--- src/sea_params.svh ---
// constants of the status event aggregator
`ifndef SEA_PARAMS_SVH
`define SEA_PARAMS_SVH
`define SEA_ESR_OPC 0
`define SEA_ESR_QRY 2
`define SEA_ESR_DEV 3
`define SEA_ESR_EXE 4
`define SEA_ESR_CMD 5
`define SEA_ESR_PON 7
`define SEA_ESR_RST 8'h80
`define SEA_ESR_USED 8'hBD
`define SEA_ENA_RST 16'h0000
`define SEA_ESE_RST 8'h00
`define SEA_PPE_RST 8'h00
`define SEA_QUES_INT 9
`define SEA_QUES_LIM 10
`define SEA_QUES_USED 16'h0600
`define SEA_LIM1_SUM 0
`define SEA_LIM1_USED 16'h7FFF
`define SEA_LIM1_TRACES 14
`define SEA_LIM2_T15 1
`define SEA_LIM2_T16 2
`define SEA_LIM2_USED 16'h0006
`define SEA_MAX_TRACES 16
`define SEA_ERR_DEV 16'hFEA2
`define SEA_ERR_EXE 16'hFF38
`define SEA_ERR_CMD 16'hFF9C
`endif

--- src/sea_pkg.sv ---
// types of the status event aggregator
package sea_pkg;
   typedef enum logic [2:0] {
      SEA_OP_SET_ENA, SEA_OP_GET_ENA, SEA_OP_GET_COND,
      SEA_OP_GET_EVT, SEA_OP_OPC, SEA_OP_GET_IST
   } sea_op_type;
   typedef enum logic [2:0] {
      SEA_REG_STD, SEA_REG_PP, SEA_REG_OPER,
      SEA_REG_QUES, SEA_REG_LIM1, SEA_REG_LIM2
   } sea_reg_type;
   typedef struct packed {
      sea_op_type op;
      sea_reg_type sel;
      logic [15:0] data;
   } sea_cmd_type;
   typedef struct packed {
      logic opc_busy;
      logic dev_err;
      logic exe_err;
      logic cmd_err;
   } sea_evt_type;
endpackage : sea_pkg

--- src/sea_status_agg.sv ---
// status event aggregator: ist, event status and questionable chain
`timescale 1ns/10ps
`include "sea_params.svh"
module sea_status_agg #(
   parameter int TRACE_IN = 16
) (
   input wire logic sys_clk,
   input wire logic nrst,
   input wire logic cmd_valid,
   input wire sea_pkg::sea_cmd_type cmd,
   input wire logic rsp_read,
   input wire sea_pkg::sea_evt_type evt,
   input wire logic [7:0] stb_in,
   input wire logic [15:0] integ_event,
   input wire logic [15:0] integ_enable,
   input wire logic [TRACE_IN-1:0] trace_fail,
   output logic ist_ff,
   output logic esb_ff,
   output logic ques_sum_ff,
   output logic rsp_valid_ff,
   output logic [15:0] rsp_data_ff,
   output logic err_push_ff,
   output logic [15:0] err_code_ff
);
   // traces beyond the monitored count are simply not wired in
   if (TRACE_IN < `SEA_MAX_TRACES) begin : g_chk
      $error("TRACE_IN must be at least 16");
   end

   // index 0..2 = questionable, limit1, limit2
   localparam int NREG = 3;
   localparam logic [15:0] USED [NREG] = '{`SEA_QUES_USED,
      `SEA_LIM1_USED, `SEA_LIM2_USED};

   logic [7:0] esr_ff, nxt_esr, ese_ff, nxt_ese, ppe_ff, nxt_ppe;
   logic opc_pend_ff, nxt_opc_pend;
   logic [15:0] evt_ff [NREG];
   logic [15:0] nxt_evt [NREG];
   logic [15:0] ena_ff [NREG];
   logic [15:0] nxt_ena [NREG];
   logic [15:0] prev_ff [NREG];
   logic [15:0] cond [NREG];
   logic [NREG-1:0] sum;
   logic nxt_ist, nxt_esb, nxt_rsp_valid, nxt_push;
   logic [15:0] nxt_rsp, nxt_code;
   logic [15:0] tr16;

   function automatic int reg_idx(input sea_pkg::sea_reg_type s);
      case (s)
         sea_pkg::SEA_REG_QUES: reg_idx = 0;
         sea_pkg::SEA_REG_LIM1: reg_idx = 1;
         sea_pkg::SEA_REG_LIM2: reg_idx = 2;
         default: reg_idx = -1;
      endcase
   endfunction : reg_idx

   // trace k sits at index k-1, ordered by channel then by age upstream
   assign tr16 = trace_fail[`SEA_MAX_TRACES-1:0];

   // condition parts; the summary chain passes through the registered event parts, one cycle per level
   always_comb begin
      cond[2] = 16'h0000;
      cond[2][`SEA_LIM2_T15] = tr16[14];
      cond[2][`SEA_LIM2_T16] = tr16[15];
      cond[1] = 16'h0000;
      cond[1][`SEA_LIM1_TRACES:1] = tr16[`SEA_LIM1_TRACES-1:0];
      cond[1][`SEA_LIM1_SUM] = sum[2];
      cond[0] = 16'h0000;
      cond[0][`SEA_QUES_INT] = |(integ_event & integ_enable);
      cond[0][`SEA_QUES_LIM] = sum[1];
   end

   for (genvar i = 0; i < NREG; i++) begin : g_sum
      assign sum[i] = |(evt_ff[i] & ena_ff[i] & USED[i]);
   end

   always_comb begin
      int k;
      logic take, rd_evt;
      k = reg_idx(cmd.sel);
      take = cmd_valid;
      rd_evt = 1'b0;
      nxt_esr = esr_ff;
      nxt_ese = ese_ff;
      nxt_ppe = ppe_ff;
      nxt_opc_pend = opc_pend_ff;
      nxt_rsp_valid = rsp_valid_ff & ~rsp_read;
      nxt_rsp = rsp_data_ff;
      nxt_push = 1'b0;
      nxt_code = err_code_ff;
      for (int i = 0; i < NREG; i++) begin
         nxt_evt[i] = evt_ff[i];
         nxt_ena[i] = ena_ff[i];
      end
      if (take) begin
         nxt_rsp_valid = 1'b0;
         case (cmd.op)
            sea_pkg::SEA_OP_SET_ENA: begin
               if (cmd.sel == sea_pkg::SEA_REG_STD) begin
                  nxt_ese = cmd.data[7:0];
               end else if (cmd.sel == sea_pkg::SEA_REG_PP) begin
                  nxt_ppe = cmd.data[7:0];
               end else if (k >= 0) begin
                  nxt_ena[k] = cmd.data;
               end
            end
            sea_pkg::SEA_OP_GET_ENA: begin
               nxt_rsp_valid = 1'b1;
               if (cmd.sel == sea_pkg::SEA_REG_STD) begin
                  nxt_rsp = {8'h00, ese_ff};
               end else if (cmd.sel == sea_pkg::SEA_REG_PP) begin
                  nxt_rsp = {8'h00, ppe_ff};
               end else if (k >= 0) begin
                  nxt_rsp = ena_ff[k];
               end else begin
                  nxt_rsp = 16'h0000;
               end
            end
            sea_pkg::SEA_OP_GET_COND, sea_pkg::SEA_OP_GET_EVT: begin
               nxt_rsp_valid = 1'b1;
               nxt_rsp = 16'h0000;
               if (cmd.sel == sea_pkg::SEA_REG_STD) begin
                  // both views of this register are destructive
                  nxt_rsp = {8'h00, esr_ff};
                  nxt_esr = 8'h00;
               end else if (k >= 0 &&
                            cmd.op == sea_pkg::SEA_OP_GET_COND) begin
                  nxt_rsp = cond[k] & USED[k];
               end else if (k >= 0) begin
                  nxt_rsp = evt_ff[k];
                  rd_evt = 1'b1;
               end
            end
            sea_pkg::SEA_OP_OPC: begin
               nxt_opc_pend = 1'b1;
            end
            sea_pkg::SEA_OP_GET_IST: begin
               nxt_rsp_valid = 1'b1;
               nxt_rsp = {15'h0000, ist_ff};
            end
            default: begin
               nxt_rsp_valid = rsp_valid_ff;
            end
         endcase
      end
      // event parts: read clears first, then rising conditions set
      for (int i = 0; i < NREG; i++) begin
         if (rd_evt && k == i) begin
            nxt_evt[i] = 16'h0000;
         end
         nxt_evt[i] = nxt_evt[i] | (cond[i] & ~prev_ff[i] & USED[i]);
      end
      // esr sets come last so a set beats a same-cycle clearing read
      if (opc_pend_ff && !evt.opc_busy) begin
         nxt_esr[`SEA_ESR_OPC] = 1'b1;
         nxt_opc_pend = 1'b0;
      end
      if ((rsp_read && !rsp_valid_ff) ||
          (take && rsp_valid_ff && !rsp_read)) begin
         nxt_esr[`SEA_ESR_QRY] = 1'b1;
      end
      if (evt.dev_err) begin
         nxt_esr[`SEA_ESR_DEV] = 1'b1;
         nxt_push = 1'b1;
         nxt_code = `SEA_ERR_DEV;
      end
      if (evt.exe_err) begin
         nxt_esr[`SEA_ESR_EXE] = 1'b1;
         nxt_push = 1'b1;
         nxt_code = `SEA_ERR_EXE;
      end
      if (evt.cmd_err) begin
         nxt_esr[`SEA_ESR_CMD] = 1'b1;
         nxt_push = 1'b1;
         nxt_code = `SEA_ERR_CMD;
      end
      nxt_esr = nxt_esr & `SEA_ESR_USED;
      nxt_ese = nxt_ese & `SEA_ESR_USED;
      // esb follows registered state and ist follows the stb_in input, each one cycle behind
      nxt_esb = |(esr_ff & ese_ff);
      nxt_ist = |(stb_in & ppe_ff);
   end

   always_ff @(posedge sys_clk or negedge nrst) begin
      if (!nrst) begin
         esr_ff <= `SEA_ESR_RST;
         ese_ff <= `SEA_ESE_RST;
         ppe_ff <= `SEA_PPE_RST;
         opc_pend_ff <= 1'b0;
         ist_ff <= 1'b0;
         esb_ff <= 1'b0;
         ques_sum_ff <= 1'b0;
         rsp_valid_ff <= 1'b0;
         rsp_data_ff <= 16'h0000;
         err_push_ff <= 1'b0;
         err_code_ff <= 16'h0000;
         for (int i = 0; i < NREG; i++) begin
            evt_ff[i] <= 16'h0000;
            ena_ff[i] <= `SEA_ENA_RST;
            prev_ff[i] <= 16'h0000;
         end
      end else begin
         esr_ff <= nxt_esr;
         ese_ff <= nxt_ese;
         ppe_ff <= nxt_ppe;
         opc_pend_ff <= nxt_opc_pend;
         ist_ff <= nxt_ist;
         esb_ff <= nxt_esb;
         ques_sum_ff <= sum[0];
         rsp_valid_ff <= nxt_rsp_valid;
         rsp_data_ff <= nxt_rsp;
         err_push_ff <= nxt_push;
         err_code_ff <= nxt_code;
         for (int i = 0; i < NREG; i++) begin
            evt_ff[i] <= nxt_evt[i];
            ena_ff[i] <= nxt_ena[i];
            prev_ff[i] <= cond[i] & USED[i];
         end
      end
   end
endmodule : sea_status_agg

--- config.mk ---
export PLATFORM = sky130hd
export DESIGN_NAME = sea_status_agg
export DESIGN_NICKNAME = d
export VERILOG_FILES = /design/src/sea_pkg.sv /design/src/sea_status_agg.sv
export VERILOG_INCLUDE_DIRS = /design/src
export SDC_FILE = /design/constraint.sdc
export NUM_CORES = 1
export LEC_CHECK = 0
export ABC_AREA = 0
export BUFFER_PORTS_ARGS = -buffer_cell sky130_fd_sc_hd__buf_2
export CORE_MARGIN = 3
export CORE_UTILIZATION = 60
export CTS_CLUSTER_SIZE = 40
export DETAILED_ROUTE_END_ITERATION = 8
export PLACE_DENSITY = 0.92
export SLEW_MARGIN = 20
export SYNTH_ARGS = -nofsm -noshare
export SYNTH_HDL_FRONTEND = slang
export SYNTH_SLANG_ARGS = --single-unit
--- constraint.sdc ---
create_clock -name sys_clk -period 4.4 [get_ports sys_clk]
set_input_delay 0.88 -clock sys_clk [delete_from_list [all_inputs] [get_ports sys_clk]]
set_output_delay 0.88 -clock sys_clk [all_outputs]
set_load 0.01 [all_outputs]
Yosys cells after proc, flatten, opt, wreduce, memory -nomap -nowiden
Index checks and enable logic that the tools add are counted.

storage, ports and cells
  bits in registers = 173
  input bits = 86
  output and inout bits = 37
  logic and storage cells = 165

cells by class
  order comparisons = 3
  equality and inequality tests = 12
  muxes and demuxes = 50
  bitwise logic cells = 21
  reduce and logical (&&, ||, !) cells = 54

operators by type and width
  operator               number
  $mux W16               21
  $bmux W16 S2           4
  $pmux W32 S3           1
  $bwmux W48             1
  $pmux W16 S3           1
  $and A16 B16 Y16       2
  $demux W16 S2          1
  $eq A32 B2 Y1 const B  1
  $eq A32 B3 Y1 const B  1
  $ge A32 B1 Y1 const B  1
  $ge A32 B3 Y1 const B  1
  $logic_not A32 Y1      1
  $lt A32 B1 Y1 const B  1
  $not A32 Y32           1
  $reduce_bool A2 Y1     16
  $and A15 B15 Y15       2
  $and A11 B11 Y11       2
  $reduce_and A3 Y1      7
  $mux W6                3
  $mux W1                17
  $and A8 B8 Y8          2
  $or A16 B11 Y16        1
  $or A16 B15 Y16        1
  $or A16 B3 Y16         1
  24 further kinds       50

Logic depth before layout (Yosys ltp)
  depth after elaboration = 11
  mapped depth = 14
  depth with buffers taken out = 9

Worst setup path after synthesis
OpenSTA, ideal clock, no wires.

  kind = input to register
  start = in cmd[16] (netlist name)
  end = reg ena_ff[10] (netlist name)
  arrival = 3.156 ns
  required time = 4.275 ns
  slack = 1.119 ns
  cell stages on the path = 13
  buffers on the path = 6
  cells stage by stage = buf_4 buf_2 clkbuf_1 nor2_1 and2_1 inv_1 ha_1 buf_2 a21oi_2 and3_1 buf_2 buf_6 mux2_2

on the way
  word-level cells in the longest chain between the ends = 8

RTL lines
  what                                                                  RTL line               source
  start: declaration                                                    sea_status_agg.sv:10   input wire sea_pkg::sea_cmd_type cmd,
  $eq A3 B3 Y1 or $eq A3 B2 Y1 (tied branches)                          sea_status_agg.sv:49   case (s)
  $pmux W32 S3                                                          sea_status_agg.sv:49
  $not A32 Y32 (implied by the code)                                    sea_status_agg.sv:104  nxt_ena[k] = cmd.data;
  $ge A32 B3 Y1 (implied by the code) or $lt A32 B1 Y1 (tied branches)  sea_status_agg.sv:104
  $logic_and A1 B1 Y1 (implied by the code)                             sea_status_agg.sv:104
  $mux W16 (implied by the code)                                        sea_status_agg.sv:104
  $demux W16 S2                                                         sea_status_agg.sv:104
  $bwmux W48                                                            sea_status_agg.sv:104
  end signal: indexed assignment                                        sea_status_agg.sv:199  ena_ff[i] <= `SEA_ENA_RST;
  end signal: indexed assignment                                        sea_status_agg.sv:216  ena_ff[i] <= nxt_ena[i];
  end: declaration                                                      sea_status_agg.sv:39   logic [15:0] ena_ff [NREG];

Several ways; a longest one is shown, not always the timed one.
A chain may end at the register's enable or synchronous reset.

Worst setup path in the final report
  start = in cmd[17] (netlist name)
  end = reg ena_ff[1] (netlist name)

Same word-level chain as after synthesis.

==> impl_metrics.toml <==
[worst_setup_path]
crit_fanout = 24
cp_data_required_time_ps = 4810
r2r_cells = 5
slowest_stage = "and3_1"
arrival_ps = 3750
setup.worst_path.class = "input port to register"
ff2ff_setup_slack_ps = 2550
crit_chain = "buf_2, and2b_1, nand2_1, ha_1, buf_4, a21oi_2, and3_1, mux2_2"
rr_startpoint = "evt_ff[17]"
critPathLaunchType = "input port"
regToRegEndpoint = "rsp_data_ff[10]"
max_stage_delay_ps = 790
worst_setup_path_end_kind = "register"

[synth]
synth_area_leader_cell = "dfrtp_1"
synthArstFlopShare_pct = 100.0
syn_inst = 568
synth_edf_count = 0
netlist_area_um2 = 6359
ys_ff_latch = 134
ys_top_cells_by_area = "dfrtp_1 52%, mux2_2 12%, nand2_1 3.4%"
syn_avg_cell_area_um2 = 11.19
ys_types = 62
yosysSeqAreaShare_pct = 52.75
synth_top_area_share_pct = 52.34
ys.flop_type = "dfrtp_1"
ys.warnings.count = 0

[pwr]
peakVddDrop_mv = 0.2268
p_leak_nw = 3.684
power.density_nw_per_um2 = 427.3

[detailed_routing]
avgViaCountPerCell = 6.528
wl_per_cell_um = 22.11
vias = 5353
dr.pass1.iters = 5
wirelength_mm = 18.13
drt_iter0_markers = 606
ant_nets = 0
drc = 0

[sta]
slew_headroom_pct = 37.91
setup_ws_ps = 1066
worst_clock_skew_ps = 8.759
setup_viol = 0
slew_viol_final = 0
hold_viol_final = 0
max_freq_mhz = 300.0
fin_setup_tns_ps = 0
period_minus_slack_ps = 3334
rsz0062_at_grt = "no"
worst_pin_slew_ps = 931.2
layout_worst_path_cycle_share_pct = 75.76

[global_route]
grtUsageTotal_pct = 31.72
antenna_found_initial = 0
grt_max_degree = 75
globalRouteOverflowTotal = 0
grt_pass1_wl_mm = 28.09
grt_pass1_vias = 5497

[floorplanning]
coreArea_um2 = 10040
die_w_um = 108.9
io_pins = 123
row_count = 36
die_area_um2 = 11870
die_h_um = 108.9
start_util_pct = 63.30

[clocking]
htree_num_levels = 4
clock_sinks = 134
cts_tree = "built"
clk_pin_slew_ps = 60
insertion_delay_ps = 530
cts_hold_buf = 0
cts_buffers = 17
post_cts_buffers = 0
cts_root_buffer = "clkbuf_8"
cts.repair.resized = 0
clockBufferDepth = 2

[job]
cap_viol_max_count = 0

[placement]
dp_cells = 788
port_buffers = 120
pre_cts_slack_ps = 656.4
dp_hpwl_mm = 12.32
place_congestion = 0.9666

[finish]
n_fill_cell = 611
final_layout_size_suffix_gt1_share_pct = 34.93
finalNetCount = 763
diodes = 0
synthToLayoutAreaGrowth_pct = 18.77
fin_cells = 820

[status]
status = "completed"

[hold_path]
holdCritPathClass = "input port to asynchronous set/reset pin"
## placed cells by master (no fill, tap or decap), types with 6 or more instances in the layout
master	n
o22a_1	7
a22oi_1	22
a21oi_1	24
o211ai_1	6
a22o_1	9
a221oi_1	6
mux2i_1	9
nor2_1	23
dfrtp_1	133
inv_1	30
o21ai_0	27
nand2_1	57
mux2_2	70
buf_2	119
o21ai_1	10
clkbuf_16	16
nand3_1	15
## sequential cells by signal (all words and copies together), names as in the netlist
name,cells
ppe_ff,8
opc_pend_ff,1
ist_ff,1
rsp_valid_ff,1
ese_ff,6
err_push_ff,1
esb_ff,1
ques_sum_ff,1
err_code_ff,6
ena_ff,48
prev_ff,19
rsp_data_ff,16
evt_ff,19
esr_ff,6
## power by group
part | switching (mW) | leakage, nW | total (mW) | internal, mW
Sequential | 0.0767 | 1.63 | 1.41 | 1.34
Combinational | 0.213 | 1.77 | 0.379 | 0.166
Clock | 0.552 | 0.288 | 1.43 | 0.882
Total | 0.842 | 3.68 | 3.23 | 2.39
## Yosys cell counts, drive strengths merged, types with 2 or more instances
cell	count
a2111o	2
a211oi	2
a21boi	2
a21o	4
a21oi	25
a221o	3
a221oi	6
a222oi	3
a22o	9
a22oi	22
a32oi	4
and2	4
and3	4
buf	30
clkbuf	8
dfrtp	133
ha	3
inv	30
mux2	70
mux2i	9
nand2	57
nand2b	2
nand3	16
nand3b	3
nand4	4
nor2	23
nor2b	3
nor3	3
nor3b	2
nor4b	2
nor4bb	2
o211ai	6
o21a	3
o21ai	38
o21bai	4
o22a	7
o2bb2ai	3
or3	2
## kinds of logic after synthesis
| kind of cell | count (synthesis) | synth area share (%) |
|---|---|---|
| AO/OA/AOI/OAI | 153 | 17.04 |
| flip-flops | 134 | 52.75 |
| AND/OR/NAND/NOR | 130 | 10.43 |
| multiplexers | 79 | 13.81 |
| buffers and inverters | 68 | 5.313 |
| adder cells (fa/ha/maj) | 3 | 0.5904 |
| other | 1 | 0.05898 |
## layout make-up
| class | instances | area, µm² | area share (%) |
|---|---|---|---|
| clock buffers | 18 | 427.9 | 5.666 |
| clock inverters | 14 | 175.2 | 2.319 |
| inverters | 30 | 112.6 | 1.491 |
| multi-input cells | 367 | 2670 | 35.35 |
| flip-flops and latches | 134 | 3354 | 44.42 |
| well taps | 133 | 166.4 | 2.203 |
| repair buffers | 124 | 645.6 | 8.549 |
## how the worst max path moves through the flow
| stage | startpoint | to | slack (ps) | cells past startpoint |
|---|---|---|---|---|
| global placement | cmd[17] | ena_ff[9] | 760 | 8 |
| finish | cmd[17] | ena_ff[1] | 1070 | 8 |
| floorplan | cmd[16] | ena_ff[10] | 1120 | 13 |
| detailed placement | cmd[17] | ena_ff[1] | 660 | 8 |
| CTS | cmd[17] | ena_ff[6] | 1140 | 8 |
| global route | cmd[18] | ena_ff[6] | 960 | 8 |
## per-layer routing
metal  GRT usage, %  routed length (µm)  vias up
li1               -                   -     2276
met1          39.36                6828     2624
met5              0                   0        -
met2          51.36                8873      384
met3          7.223                1692       69
met4          17.76                 738        0
## worst max-delay path, delay by kind of cell
family,cells,cell delay [ps]
AND/OR/NAND/NOR,3,1220
adder cells (fa/ha/maj),1,390
multiplexers,1,420
buffers and inverters,2,480
AO/OA/AOI/OAI,1,330
## metrics by stage
stage | hold slack (ps) | power (mW) | cell area (µm²) | utilization (%)
2_1_floorplan | 391.9 | 1.619 | 6362 | -
5_1_grt | 428.1 | 3.333 | 7552 | 75.19
3_5_place_dp | 409.4 | 1.797 | 6949 | 69.18
6_report | 416.6 | 3.227 | 7552 | 75.19
4_1_cts | 417.8 | 3.230 | 7552 | 75.19
3_3_place_gp | 396.6 | 1.773 | 6949 | 69.18
Note: power is estimated with default switching activity, not from simulation.
